`src/svrc_pkg.sv`:
```
package svrc_pkg;

    localparam logic [11:0] SVRC_CTRL_OFFSET    = 12'h170;
    localparam logic [31:0] SVRC_CTRL_RESET     = 32'h0100_0000;

    localparam int          SVRC_EN_BIT         = 31;
    localparam int          SVRC_ID_LSB         = 24;
    localparam int          SVRC_ID_MSB         = 26;
    localparam int          SVRC_SEL_LSB        = 17;
    localparam int          SVRC_SEL_MSB        = 19;
    localparam int          SVRC_LOAD_BIT       = 16;
    localparam int          SVRC_TCMAP_LSB      = 0;
    localparam int          SVRC_TCMAP_MSB      = 7;

    localparam logic [2:0]  SVRC_ID_RESET       = 3'h1;
    localparam logic [2:0]  SVRC_ID_RESERVED    = 3'h0;
    localparam logic [2:0]  SVRC_SEL_FIXED_RR   = 3'h0;
    localparam logic [2:0]  SVRC_SEL_TIME_WRR   = 3'h4;
    localparam logic [7:0]  SVRC_TCMAP_RESET    = 8'h00;
    localparam logic [7:0]  SVRC_TCMAP_WMASK    = 8'hfe;
    localparam logic [7:0]  SVRC_ARB_CAP        = 8'h11;

    typedef struct packed {
        logic        rd;
        logic        wr;
        logic [11:0] addr;
        logic [3:0]  be;
        logic [31:0] wdata;
    } svrc_cfg_req_type;

    typedef struct packed {
        logic        en;
        logic [2:0]  id;
        logic [2:0]  sel;
        logic [7:0]  tcmap;
    } svrc_ctrl_type;

endpackage : svrc_pkg

```
`src/svrc_control.sv`:
```
`timescale 1ns/10ps

// Function
// - Writing channel_enable 1 starts negotiation, sets negotiation_pending; enable resets 0.
// - channel_identifier bits 26:24, read/write, resets 001; 000 reserved.
// - Scheme select bits 19:17; 000 fixed round-robin, 100 time-based WRR.
// - Scheme select equals the chosen scheme's bit index in capability field.
// - Writing 1 to table load bit 16 commits staged entries to arbiter.
// - Table load bit is a self-clearing strobe, always reads 0.
// - traffic_class_map bits 7:0, one bit per class mapped here.
// - Traffic class 0 bit is read-only zero; bits 7:1 writable.
// - traffic_class_map resets to 00h.
// - Reserved bits 30:27, 23:20, 15:8 read as zero.
// - Register at 170h resets to 0100_0000h.
// - negotiation_pending high while negotiation runs after enable, else zero.
// - Table dirty flag set on staged entry write, cleared after refresh.
// - Port arbitration capability reads 11h.
module svrc_control
    import svrc_pkg::*;
(
    input  wire logic                       clk_sys_i,          // System clock
    input  wire logic                       reset_i,            // Async reset, high
    input  wire svrc_pkg::svrc_cfg_req_type cfg_req_i,          // Config access
    input  wire logic                       table_entry_write_i,// Staged entry written
    input  wire logic                       table_load_done_i,  // Arbiter refresh done
    input  wire logic                       negotiation_done_i, // Link negotiation done
    output logic [31:0]                     cfg_rdata_o,        // Read data
    output logic                            cfg_rvalid_o,       // Read data valid
    output logic                            channel_enable_o,   // Channel enabled
    output logic [2:0]                      channel_identifier_o, // Channel ID
    output logic [2:0]                      port_arbitration_scheme_select_o, // Scheme
    output logic [7:0]                      scheme_onehot_o,    // Active scheme bit
    output logic [7:0]                      traffic_class_map_o,// Mapped classes
    output logic                            table_load_o,       // Table commit pulse
    output logic                            negotiation_pending_o, // Negotiating
    output logic                            arbitration_table_dirty_o, // Table dirty
    output logic [7:0]                      port_arbitration_capability_o // Capability
);
    import svrc_pkg::*;

    svrc_ctrl_type ctrl_q;
    svrc_ctrl_type ctrl_d;
    logic          load_q;
    logic          load_d;
    logic          pending_q;
    logic          pending_d;
    logic          dirty_q;
    logic          dirty_d;
    logic [31:0]   rdata_q;
    logic [31:0]   rdata_d;
    logic          rvalid_q;
    logic          rvalid_d;
    logic [7:0]    onehot_q;
    logic [7:0]    onehot_d;
    logic          hit_wr;
    logic          hit_rd;

    // Packs the control fields; unlisted positions stay zero
    function automatic logic [31:0] svrc_pack(input svrc_ctrl_type c);
        logic [31:0] w;
        w = 32'h0000_0000;
        w[SVRC_EN_BIT] = c.en;
        w[SVRC_ID_MSB:SVRC_ID_LSB] = c.id;
        w[SVRC_SEL_MSB:SVRC_SEL_LSB] = c.sel;
        w[SVRC_TCMAP_MSB:SVRC_TCMAP_LSB] = c.tcmap;
        return w;
    endfunction : svrc_pack

    // Decodes a scheme index into the capability bit it names
    function automatic logic [7:0] svrc_scheme_bit(input logic [2:0] sel);
        logic [7:0] b;
        b = 8'h01 << sel;
        return b;
    endfunction : svrc_scheme_bit

    assign hit_wr = cfg_req_i.wr && (cfg_req_i.addr == SVRC_CTRL_OFFSET);
    assign hit_rd = cfg_req_i.rd && (cfg_req_i.addr == SVRC_CTRL_OFFSET);

    always_comb begin
        ctrl_d    = ctrl_q;
        load_d    = 1'b0;
        pending_d = pending_q;
        dirty_d   = dirty_q;
        rdata_d   = rdata_q;
        rvalid_d  = 1'b0;
        onehot_d  = 8'h00;
        if (hit_wr && cfg_req_i.be[3]) begin
            ctrl_d.en = cfg_req_i.wdata[SVRC_EN_BIT];
            // Zero ID is reserved; a write of 000 keeps the old one
            if (cfg_req_i.wdata[SVRC_ID_MSB:SVRC_ID_LSB] != SVRC_ID_RESERVED) begin
                ctrl_d.id = cfg_req_i.wdata[SVRC_ID_MSB:SVRC_ID_LSB];
            end
        end
        if (hit_wr && cfg_req_i.be[2]) begin
            ctrl_d.sel = cfg_req_i.wdata[SVRC_SEL_MSB:SVRC_SEL_LSB];
            load_d     = cfg_req_i.wdata[SVRC_LOAD_BIT];
        end
        if (hit_wr && cfg_req_i.be[0]) begin
            ctrl_d.tcmap = cfg_req_i.wdata[SVRC_TCMAP_MSB:SVRC_TCMAP_LSB]
                           & SVRC_TCMAP_WMASK;
        end
        // Done clears, a fresh enable request wins in the same cycle
        if (negotiation_done_i) begin
            pending_d = 1'b0;
        end
        if (!ctrl_d.en) begin
            pending_d = 1'b0;
        end
        if (hit_wr && cfg_req_i.be[3] && cfg_req_i.wdata[SVRC_EN_BIT]) begin
            pending_d = 1'b1;
        end
        if (table_load_done_i) begin
            dirty_d = 1'b0;
        end
        if (table_entry_write_i) begin
            dirty_d = 1'b1;
        end
        if (cfg_req_i.rd) begin
            rvalid_d = 1'b1;
            rdata_d  = hit_rd ? svrc_pack(ctrl_q) : 32'h0000_0000;
        end
        // Unsupported encodings select no scheme rather than a wrong one
        onehot_d = svrc_scheme_bit(ctrl_d.sel) & SVRC_ARB_CAP;
    end

    always_ff @(posedge clk_sys_i or posedge reset_i) begin
        if (reset_i) begin
            ctrl_q.en    <= SVRC_CTRL_RESET[SVRC_EN_BIT];
            ctrl_q.id    <= SVRC_ID_RESET;
            ctrl_q.sel   <= SVRC_SEL_FIXED_RR;
            ctrl_q.tcmap <= SVRC_TCMAP_RESET;
            load_q       <= 1'b0;
            pending_q    <= 1'b0;
            dirty_q      <= 1'b0;
            rdata_q      <= 32'h0000_0000;
            rvalid_q     <= 1'b0;
            onehot_q     <= 8'h01;
        end else begin
            ctrl_q    <= ctrl_d;
            load_q    <= load_d;
            pending_q <= pending_d;
            dirty_q   <= dirty_d;
            rdata_q   <= rdata_d;
            rvalid_q  <= rvalid_d;
            onehot_q  <= onehot_d;
        end
    end

    logic [7:0] cap_q;

    always_ff @(posedge clk_sys_i or posedge reset_i) begin
        if (reset_i) begin
            cap_q <= SVRC_ARB_CAP;
        end else begin
            cap_q <= SVRC_ARB_CAP;
        end
    end

    assign cfg_rdata_o                      = rdata_q;
    assign cfg_rvalid_o                     = rvalid_q;
    assign channel_enable_o                 = ctrl_q.en;
    assign channel_identifier_o             = ctrl_q.id;
    assign port_arbitration_scheme_select_o = ctrl_q.sel;
    assign scheme_onehot_o                  = onehot_q;
    assign traffic_class_map_o              = ctrl_q.tcmap;
    assign table_load_o                     = load_q;
    assign negotiation_pending_o            = pending_q;
    assign arbitration_table_dirty_o        = dirty_q;
    assign port_arbitration_capability_o    = cap_q;

endmodule : svrc_control

```
`config.mk`:
```
export PLATFORM = sky130hd
export DESIGN_NAME = svrc_control
export DESIGN_NICKNAME = d
export VERILOG_FILES = /design/src/svrc_pkg.sv /design/src/svrc_control.sv
export SDC_FILE = /design/constraint.sdc
export NUM_CORES = 1
export LEC_CHECK = 0
export ABC_AREA = 0
export BUFFER_PORTS_ARGS = -buffer_cell sky130_fd_sc_hd__buf_2
export CORE_MARGIN = 3
export CORE_UTILIZATION = 45
export CTS_CLUSTER_SIZE = 16
export DETAILED_ROUTE_END_ITERATION = 7
export PLACE_DENSITY_LB_ADDON = 0.3
export SKIP_LAST_GASP = 1
export SLEW_MARGIN = 25
export SYNTH_ARGS = -nofsm -noshare
export SYNTH_HDL_FRONTEND = slang
export SYNTH_SLANG_ARGS = --single-unit
```
`constraint.sdc`:
```
create_clock -name clk_sys_i -period 1.7 [get_ports clk_sys_i]
set_input_delay 0.34 -clock clk_sys_i [delete_from_list [all_inputs] [get_ports clk_sys_i]]
set_output_delay 0.34 -clock clk_sys_i [all_outputs]
set_load 0.05 [all_outputs]
```
==> Word-level counts from Yosys, hierarchy flattened <==
Index checks and enable logic that the tools add are counted.
{ "totals": {"reg_bits": 52, "in_bits": 55, "wordCells": 33} }
{ "classes": {"n_eq_ne": 2, "n_shift": 1, "muxes": 11, "n_reduce_logical": 9} }
{ "ops": {"columns": ["operator", "count"], "rows": [
  ["32-bit two-way mux", 1],
  ["12-bit by 9-bit equality test with 1-bit output, second input constant", 1],
  ["1-bit two-way mux", 7],
  ["1-bit logical AND", 6],
  ["3-bit two-way mux", 2],
  ["1-bit by 3-bit << shifter with 5-bit output, first input constant", 1],
  ["4-bit two-way mux", 1],
  ["3-bit by 2-bit != test with 1-bit output, second input constant", 1],
  ["3-bit nonzero test", 1],
  ["2-bit AND reduction", 1],
  ["2-bit nonzero test", 1]
]} }

==> Longest topological paths before layout <==
Gate-level depths: netlist of run 1.
{ "depth": {"depth_word": 6, "mapped_depth": 6} }

==> Worst setup path after synthesis of run 1 <==
OpenSTA, ideal clock, no wires.
{ "synth_timing": {"kind": "input -> register", "from": "input cfg_req_i[47] in the netlist's numbering", "to": "register ctrl_q (netlist bit channel_enable_o)", "setup_time_ps": 125, "t_arrival_ps": 1940, "slack_ps": -365, "path_stages": 5, "path_cell_list": "or4_4 > buf_6 > or4_4 > buf_6 > mux2_4"} }
{ "synth_lines": {"columns": ["element", "line_no", "source"], "rows": [
  ["start: declaration", "svrc_control.sv:23", "input wire svrc_pkg::svrc_cfg_req_type cfg_req_i,"],
  ["end signal: assignment", "svrc_control.sv:139", "ctrl_q <= ctrl_d;"],
  ["end: declaration", "svrc_control.sv:41", "svrc_ctrl_type ctrl_q;"]
]} }

==> Final worst setup path of run 1 <==
{ "layout_timing": {"from": "input cfg_req_i[47] in the netlist's numbering", "to": "register rdata_q[24], in the netlist cfg_rdata_o[24]"} }
{ "layout_between": {"elab_chain_cells": 3} }
{ "layout_rtl": {"columns": ["element", "line_no", "source"], "rows": [
  ["12-bit by 9-bit equality test with 1-bit output", "svrc_control.sv:77", "assign hit_rd = cfg_req_i.rd && (cfg_req_i.addr == SVRC_CTRL_OFFSET);"],
  ["1-bit logical AND", "svrc_control.sv:77", null],
  ["32-bit two-way mux", "svrc_control.sv:120", "rdata_d = hit_rd ? svrc_pack(ctrl_q) : 32'h0000_0000;"],
  ["end signal: assignment", "svrc_control.sv:143", "rdata_q <= rdata_d;"],
  ["end: declaration", "svrc_control.sv:49", "logic [31:0] rdata_q;"]
]} }
No other way between the ends.
A chain may end at the register's enable or synchronous reset.

==> results of run 1 <==
==> path summary, 6_finish.rpt <==
check	end	startpoint
setup reg to reg	negotiation_pending_o$_DFFE_PP0P_	channel_enable_o$_DFF_PP0_
min in group clk_sys_i	cfg_rvalid_o$_DFF_PP0_	cfg_req_i[49]
setup / recovery	cfg_rdata_o[24]$_DFFE_PP0P_	cfg_req_i[47]
max in group asynchronous	negotiation_pending_o$_DFFE_PP0P_	reset_i
hold reg to reg	arbitration_table_dirty_o$_DFFE_PP0P_	arbitration_table_dirty_o$_DFFE_PP0P_
hold / removal	cfg_rvalid_o$_DFF_PP0_	reset_i
==> routing by layer <==
| metal | GRT usage [%] | vias up | share of wire (%) |
|---|---|---|---|
| met5 | 0 | - | 0 |
| met4 | 8.46 | 0 | 1.9 |
| met3 | 4.20 | 5 | 9.9 |
| met2 | 22.9 | 72 | 47 |
| met1 | 19.1 | 558 | 42 |
| li1 | - | 604 | - |
==> state kept, by name (all words and copies together), names as in the netlist <==
name,flops
arbitration_table_dirty_o,1
cfg_rdata_o,14
cfg_rvalid_o,1
channel_enable_o,1
channel_identifier_o,3
negotiation_pending_o,1
port_arbitration_scheme_select_o,3
scheme_onehot_o,2
table_load_o,1
traffic_class_map_o,7
==> power by group <==
group / switching, W / internal, W
clock network: 0.000259 / 0.000321
registers: 0.00000155 / 0.000814
logic: 0.000229 / 0.0000512
==> worst max-delay path, cell delays in order <==
cell       delay (ns)
buf_2            0.09
or4_4            0.54
or4_1            0.53
buf_6            0.18
o2bb2ai_1        0.15
==> logic make-up after synthesis <==
family	Yosys count	synth area share, %
DFF	34	46.9
other	2	0.413
buffers and inverters	60	20.5
muxes	14	10.5
AOI/OAI and AO/OA	21	12.9
and+or+nand+nor	21	8.87
==> through the flow <==
step	instances	utilization (%)	total power [W]	setup WS, ns	cell area, sq um
global placement	273	57.4	0.00111	-0.237	2160
floorplan	183	-	0.00110	-0.250	1940
global route	280	59.8	0.00175	0.000724	2250
detailed placement	273	57.4	0.00111	-0.301	2160
finish	280	59.8	0.00167	0.0542	2250
CTS	280	59.7	0.00170	0.0181	2250
==> layout by cell type, fill, tap and decap left out, drive strengths merged, types with 2 or more instances in the layout <==
cell type | Yosys | final
buf | 38 | 82
conb | 2 | 33
dfrtp | 32 | 32
inv | 20 | 20
o2bb2ai | 14 | 14
mux2 | 13 | 13
clkbuf | 2 | 7
nand2 | 5 | 5
nor4 | 5 | 5
o211ai | 3 | 3
o22ai | 3 | 3
or4 | 3 | 3
nor2 | 2 | 2
nand4bb | 2 | 2
nor3 | 2 | 2
dfstp | 2 | 2
==> final cells by class <==
| cell class | instances | area (sq um) | share of cell area (%) |
|---|---|---|---|
| inverters | 20 | 75.1 | 3.33 |
| flip-flops and latches | 34 | 853 | 37.9 |
| repair buffers | 82 | 469 | 20.8 |
| clock buffers | 7 | 86.3 | 3.83 |
| multi-input cells | 89 | 709 | 31.5 |
| well taps | 48 | 60.1 | 2.67 |
==> flow_metrics.env, run 1 <==
export IMPL_rr_worst_depth=3
export IMPL_synth_ff_type="dfrtp_1"
export IMPL_relSlewSlack_pct=62.5
export IMPL_synth_area_sq_mm=0.00182
export IMPL_cts_tree="built"
export IMPL_post_route_period_util_pct=96.8
export IMPL_port_buffers=70
export IMPL_htreeDepth=2
export IMPL_final_setup_viol_count=0
export IMPL_ys_top_cells_by_area="dfrtp_1 (44%), buf_4 (14%), o2bb2ai_2 (8.3%)"
export IMPL_gp_congestion=0.833
export IMPL_yosys_area_top_type="dfrtp_1"
export IMPL_detail_route_antenna_nets=0
export IMPL_end_kind="register"
export IMPL_gr_total_overflow=0
export IMPL_synth_most_common_cell="buf_4"
export IMPL_tns_ns=0
export IMPL_vias=1239
export IMPL_clkTransAtPathRegs_ns=0.06
export IMPL_nNetsFinal=287
export IMPL_row_count=22
export IMPL_synth_commonest_cells="buf_4 (33), dfrtp_1 (32), inv_1 (20)"
export IMPL_final_hold_violation_count=0
export IMPL_cts_buffers=5
export IMPL_whs_ns=0.105
export IMPL_die_area_sq_mm=0.00484
export IMPL_drt_iter0_markers=21
export IMPL_cap_violations=0
export IMPL_hold_path_class="input port to async pin"
export IMPL_grt_pass1_wl_mm=5.64
export IMPL_clockBufferDepth=2
export IMPL_cp_arrival_ns=1.84
export IMPL_num_io_pins=122
export IMPL_diodes=0
export IMPL_status="finished, final reports clean"
export IMPL_drtPass1Iterations=4
export IMPL_synth_cell_types=27
export IMPL_reg2reg_slack_ns=0.81
export IMPL_cts_setup_buffers=0
export IMPL_cp_required_ns=1.90
export IMPL_grt_max_degree=22
export IMPL_clock_sinks=34
export IMPL_max_freq_ghz=0.608
export IMPL_antenna_found_initial=0
export IMPL_async_flop_share_pct=100
export IMPL_clock_skew_ns=0.00664
export IMPL_routed_wl_mm=3.40
export IMPL_cts_resized=0
export IMPL_yosysSeqAreaShare_pct=46.9
export IMPL_ir_drop_mv=0.293
export IMPL_avgSynthCellArea_sq_um=12.0
export IMPL_synth_edf_count=0
export IMPL_area_growth_pct=23.9
export IMPL_track_usage_pct=15.0
export IMPL_p_per_area_mw_per_mm2=743
export IMPL_critPathKind="input port to register"
export IMPL_hold_buffers=0
export IMPL_clock_latency_ns=0.28
export IMPL_fp_coreArea_sq_mm=0.00377
export IMPL_power_leakage_nw=1.23
export IMPL_ys_seq_elements=34
export IMPL_drive_above_1_share_pct=48.7
export IMPL_synth_top_cell_area_share_pct=44.0
export IMPL_rsz0062_at_grt="false"
export IMPL_drc=0
export IMPL_wl_per_cell_um=12.1
export IMPL_via_per_inst=4.43
export IMPL_die_w_um=69.6
export IMPL_worst_pin_slew_ns=0.561
export IMPL_min_period_ns=1.65
export IMPL_grt_pass1_vias=1191
export IMPL_initial_core_util_pct=48.2
export IMPL_cts_root_buf="clkbuf_8"
export IMPL_yosysWarnings=0
export IMPL_cp_start_kind="input port"
export IMPL_n_fill_cell=336
export IMPL_syn_inst=152
export IMPL_dp_hpwl_mm=2.71
export IMPL_die_h_um=69.6
export IMPL_slew_violations=0
export IMPL_crit_fanout=14
Power figures use the tool's default switching activity.
==> run 2: changes to the inputs <==
CORE_UTILIZATION = 38   (was 45)
clock period = 1.5 ns   (was 1.7 ns; I/O delays follow)
==> flow_metrics.env, run 2 (synthesis results as in run 1) <==
export IMPL_routed_wl_mm=3.89
export IMPL_crit_start="cfg_req_i[38]"
export IMPL_whs_ns=0.101
export IMPL_wl_met2_mm=1.82
export IMPL_hold_buffers=0
export IMPL_cts_root_buf="clkbuf_8"
export IMPL_drt_iter0_markers=27
export IMPL_stdcell_count=287
export IMPL_drtPass1Iterations=2
export IMPL_n_fill_cell=403
export IMPL_drive_above_1_share_pct=54.5
export IMPL_clockBufferDepth=2
export IMPL_cp_required_ns=1.66
export IMPL_row_count=24
export IMPL_path_buf_inv=3
export IMPL_cts_tree="built"
export IMPL_status="complete, but fails checks"
export IMPL_fp_coreArea_sq_mm=0.00447
export IMPL_cp_arrival_ns=1.73
export IMPL_die_w_um=75.2
export IMPL_crit_family="simple AND/OR/NAND/NOR gates"
export IMPL_diodes=0
export IMPL_grt_pass1_wl_mm=5.44
export IMPL_die_h_um=75.2
export IMPL_wl_met1_mm=1.60
export IMPL_dp_hpwl_mm=2.77
export IMPL_tns_ns=-0.829
export IMPL_end_kind="register"
export IMPL_layout_common_cells="buf_2 (69), conb_1 (33), dfrtp_1 (32)"
export IMPL_final_setup_viol_count=20
export IMPL_place_inst=278
export IMPL_power_leakage_nw=1.29
export IMPL_vias=1290
export IMPL_dp_worst_setup_slack_ns=-0.428
export IMPL_post_route_period_util_pct=105
export IMPL_gp_congestion=0.781
export IMPL_grt_pass1_vias=1127
export IMPL_track_usage_pct=12.8
export IMPL_htreeDepth=2
export IMPL_r2r_start="channel_enable_o$_DFF_PP0_"
export IMPL_violations="setup timing"
export IMPL_drc=0
export IMPL_routed_wl_met3_um=409
export IMPL_ir_drop_mv=0.364
export IMPL_wl_per_cell_um=13.5
export IMPL_rsz0062_at_grt="true"
export IMPL_cp_start_kind="input port"
export IMPL_fin_ws_ns=-0.0710
export IMPL_critPathKind="input port to register"
export IMPL_clkTransAtPathRegs_ns=0.07
export IMPL_worstPathCellList="buf_6, or4_4, buf_6, nor4_4, buf_6, mux2_4"
export IMPL_largest_reg_flops=14
export IMPL_hold_path_class="input port to async pin"
export IMPL_max_freq_ghz=0.637
export IMPL_cpMostUsedCell="buf_6"
export IMPL_initial_core_util_pct=40.7
export IMPL_die_area_sq_mm=0.00565
export IMPL_via_per_inst=4.49
export IMPL_num_io_pins=122
export IMPL_antenna_found_initial=0
export IMPL_layout_commonest_cell="buf_2"
export IMPL_clock_latency_ns=0.28
export IMPL_min_period_ns=1.57
export IMPL_max_stage_delay_ns=0.55
export IMPL_clock_skew_ns=0.00338
export IMPL_gr_total_overflow=0
export IMPL_dr_max_layer_used="met4"
export IMPL_final_hold_violation_count=0
export IMPL_critPathSlowestCell="or4_4"
export IMPL_p_per_area_mw_per_mm2=782
export IMPL_crit_fanout=6
export IMPL_area_growth_pct=35.8
export IMPL_grt_max_degree=35
export IMPL_port_buffers=70
export IMPL_detail_route_antenna_nets=0
export IMPL_cts_buffers=5
export IMPL_cap_violations=0
export IMPL_clock_sinks=34
export IMPL_nNetsFinal=289
export IMPL_slew_violations=0
export IMPL_finalPower_w=0.00193
==> run 2: changes by cell type in the layout (fill, tap and decap cells not counted), moves of 2 or more <==
| cell | delta |
|---|---|
| o2bb2ai_4 | +7 |
| buf_6 | +4 |
| buf_4 | -2 |
| o2bb2ai_2 | -4 |
| mux2_1 | -4 |
| mux2_4 | +4 |
| o22ai_2 | +2 |
| o2bb2ai_1 | -3 |
| o22ai_1 | -3 |
==> run 2: final timing paths <==
kind                                                                       to  slack (ns)  cells after the start
worst max register to register              negotiation_pending_o$_DFFE_PP0P_        0.61                      3
worst min-delay path                       traffic_class_map_o[1]$_DFFE_PP0P_        0.10                      3
min in group clk_sys_i                                 cfg_rvalid_o$_DFF_PP0_        0.14                      1
worst min register to register          arbitration_table_dirty_o$_DFFE_PP0P_        0.47                      1
worst max-delay path            port_arbitration_scheme_select_o[0]$_DFF_PP0_       -0.07                      6
max in group asynchronous                        scheme_onehot_o[0]$_DFF_PP1_        1.07                      3
==> run 2: cell type report <==
type	count	area, sq um	share of cell area, %
Multi-Input combinational cell	89	867	35.1
Tap cell	52	65.1	2.63
Clock buffer	7	86.3	3.49
Timing Repair Buffer	84	519	21.0
Clock inverter	1	5.00	0.203
Sequential cell	34	853	34.5
Inverter	20	75.1	3.04
==> run 2: through the flow <==
step                utilization (%)  cell area (sq um)
global route                   55.2               2470
CTS                            51.8               2320
floorplan                         -               1940
global placement               48.4               2160
finish                         55.2               2470
detailed placement             48.4               2160
==> run 2: tightest hold or removal path, delay by kind of cell <==
kind     cells  cell delay, ns
buf+inv      3            0.50
==> run 2: repair_timing <==
action                     in CTS  in global routing
pin swaps                       1                  2
buffers inserted                0                  0
cloned                          0                  1
gates resized for setup        14                 14
setup endpoints to repair      30                 30
==> run 2: metal layers <==
| metal | vias up | GRT usage [%] |
|---|---|---|
| met5 | - | 0 |
| met4 | 0 | 4.66 |
| met3 | 6 | 4.27 |
| met2 | 71 | 19.7 |
| met1 | 605 | 16.9 |
| li1 | 608 | - |
==> run 2: power breakdown <==
| part | internal [W] | switching [W] |
|---|---|---|
| Clock | 0.000370 | 0.000313 |
| Combinational | 0.0000591 | 0.000266 |
| Sequential | 0.000922 | 0.00000182 |
| Total | 0.00135 | 0.000581 |
==> run 3: changes to the inputs <==
CTS_BUF_LIST = sky130_fd_sc_hd__clkbuf_4 sky130_fd_sc_hd__clkbuf_8 sky130_fd_sc_hd__clkbuf_16   (was unset)
==> flow_metrics.env, run 3 (synthesis results as in run 1) <==
export IMPL_final_setup_viol_count=19
export IMPL_wl_per_cell_um=13.5
export IMPL_vias=1292
export IMPL_crit_fanout=6
export IMPL_die_w_um=75.2
export IMPL_design_area_sq_mm=0.00247
export IMPL_layout_common_cells="buf_2 (69), conb_1 (33), dfrtp_1 (32)"
export IMPL_violations="setup timing"
export IMPL_dp_worst_setup_slack_ns=-0.428
export IMPL_n_fill_cell=401
export IMPL_reg2reg_slack_ns=0.61
export IMPL_hold_buffers=0
export IMPL_layout_commonest_cell="buf_2"
export IMPL_hold_path_class="input port to async pin"
export IMPL_cp_required_ns=1.66
export IMPL_row_count=24
export IMPL_grt_pass1_wl_mm=5.44
export IMPL_gr_total_overflow=0
export IMPL_rsz0062_at_grt="true"
export IMPL_gp_congestion=0.781
export IMPL_crit_start="cfg_req_i[38]"
export IMPL_area_growth_pct=36.0
export IMPL_initial_core_util_pct=40.7
export IMPL_clockBufferDepth=2
export IMPL_p_per_area_mw_per_mm2=788
export IMPL_status="complete, but fails checks"
export IMPL_grt_max_degree=35
export IMPL_worst_r2r_endpoint="negotiation_pending_o$_DFFE_PP0P_"
export IMPL_final_hold_violation_count=0
export IMPL_diodes=0
export IMPL_antenna_found_initial=0
export IMPL_dp_hpwl_mm=2.77
export IMPL_detail_route_antenna_nets=0
export IMPL_post_route_period_util_pct=105
export IMPL_final_util_pct=55.3
export IMPL_rr_worst_depth=3
export IMPL_largest_reg_flops=14
export IMPL_cap_violations=0
export IMPL_fp_coreArea_sq_mm=0.00447
export IMPL_drt_iter0_markers=27
export IMPL_cp_start_kind="input port"
export IMPL_cp_arrival_ns=1.73
export IMPL_drive_above_1_share_pct=54.9
export IMPL_clock_skew_ns=0.00349
export IMPL_end_kind="register"
export IMPL_ir_drop_mv=0.365
export IMPL_grt_pass1_vias=1127
export IMPL_port_buffers=70
export IMPL_cts_root_buf="clkbuf_8"
export IMPL_num_io_pins=122
export IMPL_critPathKind="input port to register"
export IMPL_via_per_inst=4.50
export IMPL_endpoint="port_arbitration_scheme_select_o[0]$_DFF_PP0_"
export IMPL_htreeDepth=2
export IMPL_min_period_ns=1.57
export IMPL_tns_ns=-0.822
export IMPL_cts_tree="built"
export IMPL_clkTransAtPathRegs_ns=0.07
export IMPL_r2r_start="channel_enable_o$_DFF_PP0_"
export IMPL_cts_buffers=5
export IMPL_power_leakage_nw=1.30
export IMPL_finalPower_w=0.00195
export IMPL_drtPass1Iterations=2
export IMPL_routed_wl_mm=3.89
export IMPL_place_area_sq_mm=0.00216
export IMPL_die_h_um=75.2
export IMPL_fin_ws_ns=-0.0709
export IMPL_cts_setup_buffers=0
export IMPL_track_usage_pct=12.8
export IMPL_drc=0
export IMPL_clock_latency_ns=0.28
export IMPL_nNetsFinal=289
export IMPL_slew_violations=0
export IMPL_die_area_sq_mm=0.00565
export IMPL_max_freq_ghz=0.637
export IMPL_clock_sinks=34
## run 3: cell types whose count changed in the layout (fill, tap and decap cells not counted)
cell,before,now
clkbuf_1,1,0
clkbuf_4,0,1
## run 3: repair_timing
item                       in CTS  in global routing
pin swaps                       1                  2
gates cloned                    0                  1
gates resized for setup        14                 14
setup endpoints to repair      30                 30
## run 3: worst min path at each step
stage | from | to | cells after the start
3_3_place_gp | reset_i | channel_enable_o$_DFF_PP0_ | 3
5_1_grt | cfg_req_i[49] | cfg_rvalid_o$_DFF_PP0_ | 1
6_report | reset_i | traffic_class_map_o[1]$_DFFE_PP0P_ | 3
3_5_place_dp | reset_i | traffic_class_map_o[7]$_DFFE_PP0P_ | 3
2_1_floorplan | cfg_req_i[49] | cfg_rvalid_o$_DFF_PP0_ | 0
4_1_cts | reset_i | traffic_class_map_o[3]$_DFFE_PP0P_ | 3
## run 3: worst max-delay path, cell delays in order
cell	delay [ns]
buf_6	0.09
or4_4	0.55
buf_6	0.15
nor4_4	0.16
buf_6	0.18
mux2_4	0.31
## run 3: metal layers
metal | GRT usage, % | up-vias | routed length, um
met5 | 0 | - | 0
met4 | 4.66 | 0 | 55
met3 | 4.27 | 6 | 409
met2 | 19.7 | 71 | 1830
met1 | 16.9 | 607 | 1600
li1 | - | 608 | -
## run 3: per-stage QoR
stage               instances  hold WS [ns]
floorplan                 183         0.331
global placement          278         0.416
detailed placement        278         0.421
CTS                       286         0.117
global route              287         0.131
finish                    287         0.101
## run 3: where the power goes
part / internal (W) / switching, W / leakage [nW] / total, W
sequential: 0.000922 / 0.00000182 / 0.452 / 0.000924
clock: 0.000388 / 0.000313 / 0.0517 / 0.000701
combinational: 0.0000591 / 0.000266 / 0.794 / 0.000326
## run 3: cell type report
type / count / area (sq um) / share of cell area (%)
Clock buffer: 7 / 90.1 / 3.64
Multi-Input combinational cell: 89 / 867 / 35.0
Tap cell: 52 / 65.1 / 2.63
Sequential cell: 34 / 853 / 34.5
Timing Repair Buffer: 84 / 519 / 21.0
Inverter: 20 / 75.1 / 3.03
Clock inverter: 1 / 5.00 / 0.202
